## src/design/gopm_pkg.sv

```systemverilog
// Package with register map, field layout and encodings for the output pin mux.
package gopm_pkg;
  // ==========================================================================
  // Register offsets on page zero.
  localparam logic [7:0] OUT1_CFG_ADDR   = 8'h22;
  localparam logic [7:0] OUT2_CFG_ADDR   = 8'h23;
  localparam logic [7:0] OUT3_CFG_ADDR   = 8'h24;
  localparam logic [7:0] OUT4_CFG_ADDR   = 8'h25;
  localparam logic [7:0] OUT_LEVELS_ADDR = 8'h29;
  localparam logic [7:0] REG_PAGE        = 8'h00;
  // ==========================================================================
  // Reset values and field layout.
  localparam logic [7:0] CFG_RESET       = 8'h00;
  localparam logic [7:0] LEVELS_RESET    = 8'h00;
  localparam int         FUNC_MSB        = 7;
  localparam int         FUNC_LSB        = 4;
  localparam int         DRV_MSB         = 2;
  localparam int         DRV_LSB         = 0;
  localparam logic [7:0] CFG_WRITE_MASK  = 8'hF7;
  localparam logic [7:0] LEVELS_MASK     = 8'hF8;
  localparam int         BIDIR_LEVEL_BIT = 7;
  localparam int         OUT1_LEVEL_BIT  = 6;
  // ==========================================================================
  // Function and drive encodings.
  typedef enum logic [3:0] {
    GOPM_FN_OFF  = 4'h0,
    GOPM_FN_GPO  = 4'h1,
    GOPM_FN_IRQ  = 4'h2,
    GOPM_FN_SER2 = 4'h3,
    GOPM_FN_PDM  = 4'h4
  } gopm_func_t;
  typedef enum logic [2:0] {
    GOPM_DRV_HIZ      = 3'h0,
    GOPM_DRV_PUSHPULL = 3'h1,
    GOPM_DRV_LO_WEAKHI = 3'h2,
    GOPM_DRV_LO_HIZ   = 3'h3,
    GOPM_DRV_WEAKLO_HI = 3'h4,
    GOPM_DRV_HIZ_HI   = 3'h5
  } gopm_drive_t;
endpackage

```

## src/design/gopm_output_pin_mux.sv

```systemverilog
// Output pin function multiplexer with its configuration and level registers.
`timescale 1ns/1ps
`default_nettype none
module gopm_output_pin_mux #(
  parameter int NUM_PINS = 4
) (
  input  wire logic                core_clk,
  input  wire logic                rst_n,
  input  wire logic [7:0]          regPage,
  input  wire logic [7:0]          regAddr,
  input  wire logic                regWrite,
  input  wire logic [7:0]          regWdata,
  output logic      [7:0]          regRdata,
  input  wire logic                irqLine,
  input  wire logic                secondarySerialOut,
  input  wire logic                secondarySerialOe,
  input  wire logic                pdmClockOut,
  output logic                     bidirPin1Level,
  output logic      [NUM_PINS-1:0] pinOut,
  output logic      [NUM_PINS-1:0] pinOe,
  output logic      [NUM_PINS-1:0] pinPullUp,
  output logic      [NUM_PINS-1:0] pinPullDown
);
  // ==========================================================================
  // Register file.
  logic [7:0] pinCfg [NUM_PINS];
  logic [7:0] levels;

  // ==========================================================================
  // Page and level register decode.
  // A write off page zero reaches no register at all.
  wire logic       pageHit     = (regPage == gopm_pkg::REG_PAGE);
  wire logic       levelsHit   = (regAddr == gopm_pkg::OUT_LEVELS_ADDR);
  wire logic       levelsWe    = regWrite && pageHit && levelsHit;
  wire logic [7:0] levelsWdata = regWdata & gopm_pkg::LEVELS_MASK;

  // ==========================================================================
  // Level register.
  // The reserved low bits are never stored, so they always read as zero.
  always_ff @(posedge core_clk or negedge rst_n) begin
    if (!rst_n) begin
      levels <= gopm_pkg::LEVELS_RESET;
    end else if (levelsWe) begin
      levels <= levelsWdata;
    end
  end

  assign bidirPin1Level = levels[gopm_pkg::BIDIR_LEVEL_BIT];

  // ==========================================================================
  // Per-pin address decode; pin n answers at the first pin's address plus n.
  // Every pin address comes from one base, so the map stays dense.
  wire logic [NUM_PINS-1:0] cfgHit;
  wire logic [NUM_PINS-1:0] cfgWe;
  wire logic [7:0]          cfgWdata = regWdata & gopm_pkg::CFG_WRITE_MASK;

  for (genvar i = 0; i < NUM_PINS; i++) begin : gDecode
    wire logic [7:0] myAddr = gopm_pkg::OUT1_CFG_ADDR + 8'(i);

    assign cfgHit[i] = (regAddr == myAddr);
    assign cfgWe[i]  = regWrite && pageHit && cfgHit[i];
  end

  // ==========================================================================
  // Per-pin configuration registers.
  // The reserved bit is never stored, so it cannot read back as one.
  // Reset is asynchronous, so every pin is released at once.
  for (genvar i = 0; i < NUM_PINS; i++) begin : gCfg
    always_ff @(posedge core_clk or negedge rst_n) begin
      if (!rst_n) begin
        pinCfg[i] <= gopm_pkg::CFG_RESET;
      end else if (cfgWe[i]) begin
        pinCfg[i] <= cfgWdata;
      end
    end
  end

  // ==========================================================================
  // Function decode.
  // Reserved codes match no source, so such a pin stays disabled.
  // The decode is one-hot, so at most one source is ever selected.
  wire logic [NUM_PINS-1:0] fnGpo;
  wire logic [NUM_PINS-1:0] fnIrq;
  wire logic [NUM_PINS-1:0] fnSer;
  wire logic [NUM_PINS-1:0] fnPdm;
  wire logic [NUM_PINS-1:0] enabled;

  for (genvar i = 0; i < NUM_PINS; i++) begin : gFunc
    wire logic [3:0] func = pinCfg[i][gopm_pkg::FUNC_MSB:gopm_pkg::FUNC_LSB];

    assign fnGpo[i]   = (func == gopm_pkg::GOPM_FN_GPO);
    assign fnIrq[i]   = (func == gopm_pkg::GOPM_FN_IRQ);
    assign fnSer[i]   = (func == gopm_pkg::GOPM_FN_SER2);
    assign fnPdm[i]   = (func == gopm_pkg::GOPM_FN_PDM);
    assign enabled[i] = fnGpo[i] | fnIrq[i] | fnSer[i] | fnPdm[i];
  end

  // ==========================================================================
  // Source selection.
  // Level bits count downwards from the first pin's bit.
  // A disabled pin selects nothing and so presents a steady low.
  wire logic [NUM_PINS-1:0] levelBit;
  wire logic [NUM_PINS-1:0] srcLevel;
  wire logic [NUM_PINS-1:0] srcIrq;
  wire logic [NUM_PINS-1:0] srcSer;
  wire logic [NUM_PINS-1:0] srcPdm;
  wire logic [NUM_PINS-1:0] srcVal;

  for (genvar i = 0; i < NUM_PINS; i++) begin : gSrc
    assign levelBit[i] = levels[gopm_pkg::OUT1_LEVEL_BIT - i];
    assign srcLevel[i] = fnGpo[i] & levelBit[i];
    assign srcIrq[i]   = fnIrq[i] & irqLine;
    assign srcSer[i]   = fnSer[i] & secondarySerialOut;
    assign srcPdm[i]   = fnPdm[i] & pdmClockOut;
    assign srcVal[i]   = srcLevel[i] | srcIrq[i] | srcSer[i] | srcPdm[i];
  end

  // ==========================================================================
  // Drive decode.
  // Each mode says whether a low and a high are driven hard or weakly.
  // Codes above the last mode drive nothing, the same as high impedance.
  wire logic [NUM_PINS-1:0] drvPush;
  wire logic [NUM_PINS-1:0] drvLoWeakHi;
  wire logic [NUM_PINS-1:0] drvLoHiz;
  wire logic [NUM_PINS-1:0] drvWeakLoHi;
  wire logic [NUM_PINS-1:0] drvHizHi;

  for (genvar i = 0; i < NUM_PINS; i++) begin : gDrvDecode
    wire logic [2:0] drv = pinCfg[i][gopm_pkg::DRV_MSB:gopm_pkg::DRV_LSB];

    assign drvPush[i]     = (drv == gopm_pkg::GOPM_DRV_PUSHPULL);
    assign drvLoWeakHi[i] = (drv == gopm_pkg::GOPM_DRV_LO_WEAKHI);
    assign drvLoHiz[i]    = (drv == gopm_pkg::GOPM_DRV_LO_HIZ);
    assign drvWeakLoHi[i] = (drv == gopm_pkg::GOPM_DRV_WEAKLO_HI);
    assign drvHizHi[i]    = (drv == gopm_pkg::GOPM_DRV_HIZ_HI);
  end

  // ==========================================================================
  // Drive strength per level.
  // A weak level is left to the pad's pull and never driven hard.
  wire logic [NUM_PINS-1:0] hardLow;
  wire logic [NUM_PINS-1:0] hardHigh;
  wire logic [NUM_PINS-1:0] weakLow;
  wire logic [NUM_PINS-1:0] weakHigh;

  for (genvar i = 0; i < NUM_PINS; i++) begin : gStrength
    assign hardLow[i]  = drvPush[i] | drvLoWeakHi[i] | drvLoHiz[i];
    assign hardHigh[i] = drvPush[i] | drvWeakLoHi[i] | drvHizHi[i];
    assign weakLow[i]  = drvWeakLoHi[i];
    assign weakHigh[i] = drvLoWeakHi[i];
  end

  // ==========================================================================
  // Serial bypass.
  // The serial port switches its own enable, so the drive field is unused.
  wire logic [NUM_PINS-1:0] serOe;

  for (genvar i = 0; i < NUM_PINS; i++) begin : gSer
    assign serOe[i] = fnSer[i] & secondarySerialOe;
  end

  // ==========================================================================
  // Drive stage.
  // Pulls act only while the pin is released, so they never fight a driver.
  // The serial function bypasses the stage entirely.
  wire logic [NUM_PINS-1:0] useStage;
  wire logic [NUM_PINS-1:0] stageOe;
  wire logic [NUM_PINS-1:0] stageUp;
  wire logic [NUM_PINS-1:0] stageDown;

  for (genvar i = 0; i < NUM_PINS; i++) begin : gStage
    assign useStage[i]  = enabled[i] & !fnSer[i];
    assign stageOe[i]   = srcVal[i] ? hardHigh[i] : hardLow[i];
    assign stageUp[i]   = weakHigh[i] & srcVal[i];
    assign stageDown[i] = weakLow[i] & !srcVal[i];
  end

  // ==========================================================================
  // Pin outputs.
  // The level is shown even while the pin is released.
  for (genvar i = 0; i < NUM_PINS; i++) begin : gOut
    assign pinOut[i]      = srcVal[i];
    assign pinOe[i]       = serOe[i] | (useStage[i] & stageOe[i]);
    assign pinPullUp[i]   = useStage[i] & stageUp[i];
    assign pinPullDown[i] = useStage[i] & stageDown[i];
  end

  // ==========================================================================
  // Read data.
  // Off page zero, or at an unmapped address, the port reads zero.
  logic [7:0] cfgRead [NUM_PINS];
  logic [7:0] cfgMerged;

  for (genvar i = 0; i < NUM_PINS; i++) begin : gRead
    assign cfgRead[i] = cfgHit[i] ? pinCfg[i] : 8'h00;
  end

  always_comb begin
    cfgMerged = 8'h00;
    for (int k = 0; k < NUM_PINS; k++) begin
      cfgMerged = cfgMerged | cfgRead[k];
    end
  end

  assign regRdata = !pageHit  ? 8'h00
                  : levelsHit ? levels
                  : cfgMerged;
endmodule // gopm_output_pin_mux
`default_nettype wire

```

## config.mk

```make
export PLATFORM = sky130hd
export DESIGN_NAME = gopm_output_pin_mux
export DESIGN_NICKNAME = d
export VERILOG_FILES = /design/src/design/gopm_pkg.sv /design/src/design/gopm_output_pin_mux.sv
export SDC_FILE = /design/constraint.sdc
export NUM_CORES = 1
export LEC_CHECK = 0
export BUFFER_PORTS_ARGS = -buffer_cell sky130_fd_sc_hd__buf_4
export CORE_ASPECT_RATIO = 1.4
export CORE_MARGIN = 2
export CORE_UTILIZATION = 53
export DETAILED_ROUTE_END_ITERATION = 16
export GPL_TIMING_DRIVEN = 0
export HOLD_SLACK_MARGIN = 0.03
export PLACE_DENSITY = 0.88
export REMOVE_ABC_BUFFERS = 1
export SLEW_MARGIN = 30
export SYNTH_ARGS = -nofsm -noshare
export SYNTH_HDL_FRONTEND = slang
export SYNTH_SLANG_ARGS = --single-unit
```

## constraint.sdc

```tcl
create_clock -name core_clk -period 1.77 [get_ports core_clk]
set_input_delay 0.0885 -clock core_clk [delete_from_list [all_inputs] [get_ports core_clk]]
set_output_delay 0.0885 -clock core_clk [all_outputs]
set_load 0.02 [all_outputs]
```

==> impl_metrics.json <==
{
  "status": "finished, violations left",
  "violations": "setup timing",
  "drtAntennaViolNets": 0,
  "grtUsageTotal_pct": 35.1,
  "antenna_found_initial": 0,
  "p_leak_uw": 0.00140,
  "drv_cap": 0,
  "syn_avg_cell_area_um2": 9.74,
  "firstDrtPassIters": 5,
  "synth_top_area_cell": "dfrtp_1",
  "die_x_um": 58.2,
  "worstMarginPinSlew_ps": 594,
  "root_buffer": "clkbuf_8",
  "use_met3_pct": 9.24,
  "io_pins": 56,
  "holdWs_ps": 45.7,
  "power_density_nw_per_um2": 508,
  "cts_buffers": 5,
  "p_sw_share_pct": 24.3,
  "setup_tns_ps": -3290,
  "yosysUniqueCellTypes": 43,
  "max_freq_mhz": 469,
  "grt_pass1_wl_mm": 12.1,
  "die_h_um": 79.9,
  "core-area_um2": 3950,
  "ir_worst_vdd_uv": 713,
  "hold_path.class": "in -> reg",
  "cts.path.max_buffers": 2,
  "overflow": 0,
  "wl_mm": 9.28,
  "synth-edff-count": 0,
  "wl_per_cell_um": 26.8,
  "drc": 0,
  "grt_pass1_vias": 2413,
  "dp_hpwl_mm": 4.53,
  "fin_util_pct": 83.8,
  "setup_violations": 15,
  "cp_max_fo": 6,
  "yosys_warnings": 0,
  "hold_violations": 0,
  "ys_seq_elements": 33,
  "p_clk_share_pct": 46.7,
  "critPathKind": "reg -> out",
  "clk_pin_slew_ps": 90,
  "crit_arrival_ps": 2040,
  "p_int_uw": 1270,
  "fin_ws_ps": -363,
  "mostFrequentLayoutCells": "66 x buf_4, 27 x mux2_2, 22 x dfrtp_1",
  "synthesis.area_um2": 2180,
  "synth.area.top_cells": "dfrtp_1 38%, mux2_2 14%, o21ai_0 4.1%",
  "hold_start": "regWdata[4]",
  "timing.final.crit_share_pct": 121,
  "initial_core_util_pct": 55.2,
  "post-route-min-period_ps": 2130,
  "slew_headroom_pct": 60.3,
  "fin_nets": 333,
  "cts_tree": "yes",
  "drv_slew": 0,
  "htree_levels": 2,
  "p_comb_share_pct": 8.4,
  "mostFrequentLayoutCell": "buf_4",
  "grt_max_degree": 34,
  "ys_seq_area_share_pct": 37.8,
  "cp-end-kind": "primary output",
  "required_ps": 1680,
  "gp_congestion": 0.880,
  "post_drt_via_cell_ratio": 7.46,
  "antenna_cells": 0,
  "grt_busiest_layer": "met2",
  "cts.sink_count": 33,
  "critical_path.startpoint_type": "flop",
  "yosysTopAreaCellShare_pct": 37.8,
  "syn_inst": 224,
  "grt_setup_unrepaired": "yes",
  "drtIter0Drc": 216,
  "use_met2_pct": 61.4,
  "pwr-share-seq_pct": 44.8,
  "synthFlopType": "dfrtp_1",
  "cp-startpoint": "gFunc[2].func[0]$_DFFE_PN0P_",
  "fin_skew_ps": 0,
  "area_delta_synth_final_pct": 51.8,
  "num_rows": 27,
  "async_reset_ff_share_pct": 100,
  "timing.rr.start": "gFunc[2].func[0]$_DFFE_PN0P_",
  "switchingPower_uw": 409,
  "use_met1_pct": 37.7,
  "port_buffers": 55,
  "die_area_um2": 4650,
  "via_count": 2581,
  "clk_latency_ps": 300,
  "layout-drive-gt1-share_pct": 59.4
}
routing by layer:
layer / part of all wire [%] / wire (um)
met1: 33 / 3080
met2: 48 / 4450
met3: 10 / 948
met4: 8.6 / 795
met5: 0 / 0
area by class of cell:
type	instances	area [um2]
well taps	43	53.8
multi-input cells	175	1610
clock buffers	6	82.6
clock inverters	2	37.5
inverters	5	18.8
flip-flops and latches	33	840
fillers	193	641
repair buffers	82	673
per-stage QoR:
stage | std cells | cell area, um2 | total power (uW) | setup slack (ps)
after global placement | 311 | 2590 | 886 | -79.2
after detailed placement | 311 | 2590 | 889 | -157
after global routing | 346 | 3310 | 1710 | -480
after floorplan | 213 | 2130 | 793 | -407
after CTS | 340 | 3100 | 1640 | -241
final | 346 | 3310 | 1680 | -363
registers in the layout, summed over array words and instances, names as in the netlist:
| signal | cells |
|---|---|
| levels | 5 |
| gFunc.func | 16 |
| gDrvDecode.drv | 12 |
critical path, cell delays in order, from the launching register on:
cell,delay [ps]
dfrtp_2,480
nor4bb_2,360
a31oi_1,110
a21oi_2,270
a211oi_2,110
a32o_1,250
buf_4,160
cells in the mapped netlist (2+ instances only):
master    number
dfrtp_1       33
mux2_2        27
nor2_1        18
o21ai_0       18
nand2_1       17
a31oi_1        7
nor2b_1        7
a22oi_1        6
clkbuf_1       6
inv_1          5
nand3_1        5
nor4_1         5
a32oi_1        4
buf_2          4
nand3b_1       4
nor3_1         4
nor3_4         4
o211ai_1       4
xor2_1         4
a211o_1        3
a21oi_1        3
nand4_1        3
nor3b_1        3
nor4b_1        3
o22a_1         3
a221oi_1       2
a22o_1         2
and2_1         2
nand2b_1       2
nor4_2         2
nor4bb_1       2
timing repair:
action                                  4_1_cts  5_1_grt
hold buffers                                  2        0
setup buffers                                19        8
endpoints found under the setup margin       20       22
gates resized for setup                      53       40
hold endpoints to repair                     34        0
pin swaps                                    27       23
kinds of logic (layout without fill, tap and decap cells):
kind of cell / count (synthesis) / after routing / synth area share (%)
simple gates: 88 / 88 / 25.7
mux: 28 / 28 / 14.4
buf+inv: 16 / 95 / 3.33
flops: 33 / 33 / 37.8
xor+xnor: 4 / 4 / 1.61
compound gates: 55 / 55 / 17.0
power groups by stage:
stage | sequential, uW | combinational (uW) | clock [uW]
2_1_floorplan | 769 | 24.4 | 0
3_3_place_gp | 769 | 117 | 0
3_5_place_dp | 769 | 120 | 0
4_1_cts | 754 | 126 | 757
5_1_grt | 754 | 149 | 807
6_report | 754 | 142 | 786
path summary, 6_finish.rpt:
path,to,slack (ps),cells after the start
setup reg to reg,gFunc[2].func[0]$_DFFE_PN0P_,720,2
max in group asynchronous,gFunc[0].func[0]$_DFFE_PN0P_,1170,2
hold / removal,gFunc[1].func[0]$_DFFE_PN0P_,50,3
min in group asynchronous,gFunc[1].func[2]$_DFFE_PN0P_,260,2
setup / recovery,pinOe[2],-360,6
hold reg to reg,levels[6]$_DFFE_PN0P_,550,1
(Power assumes the default switching activity.)
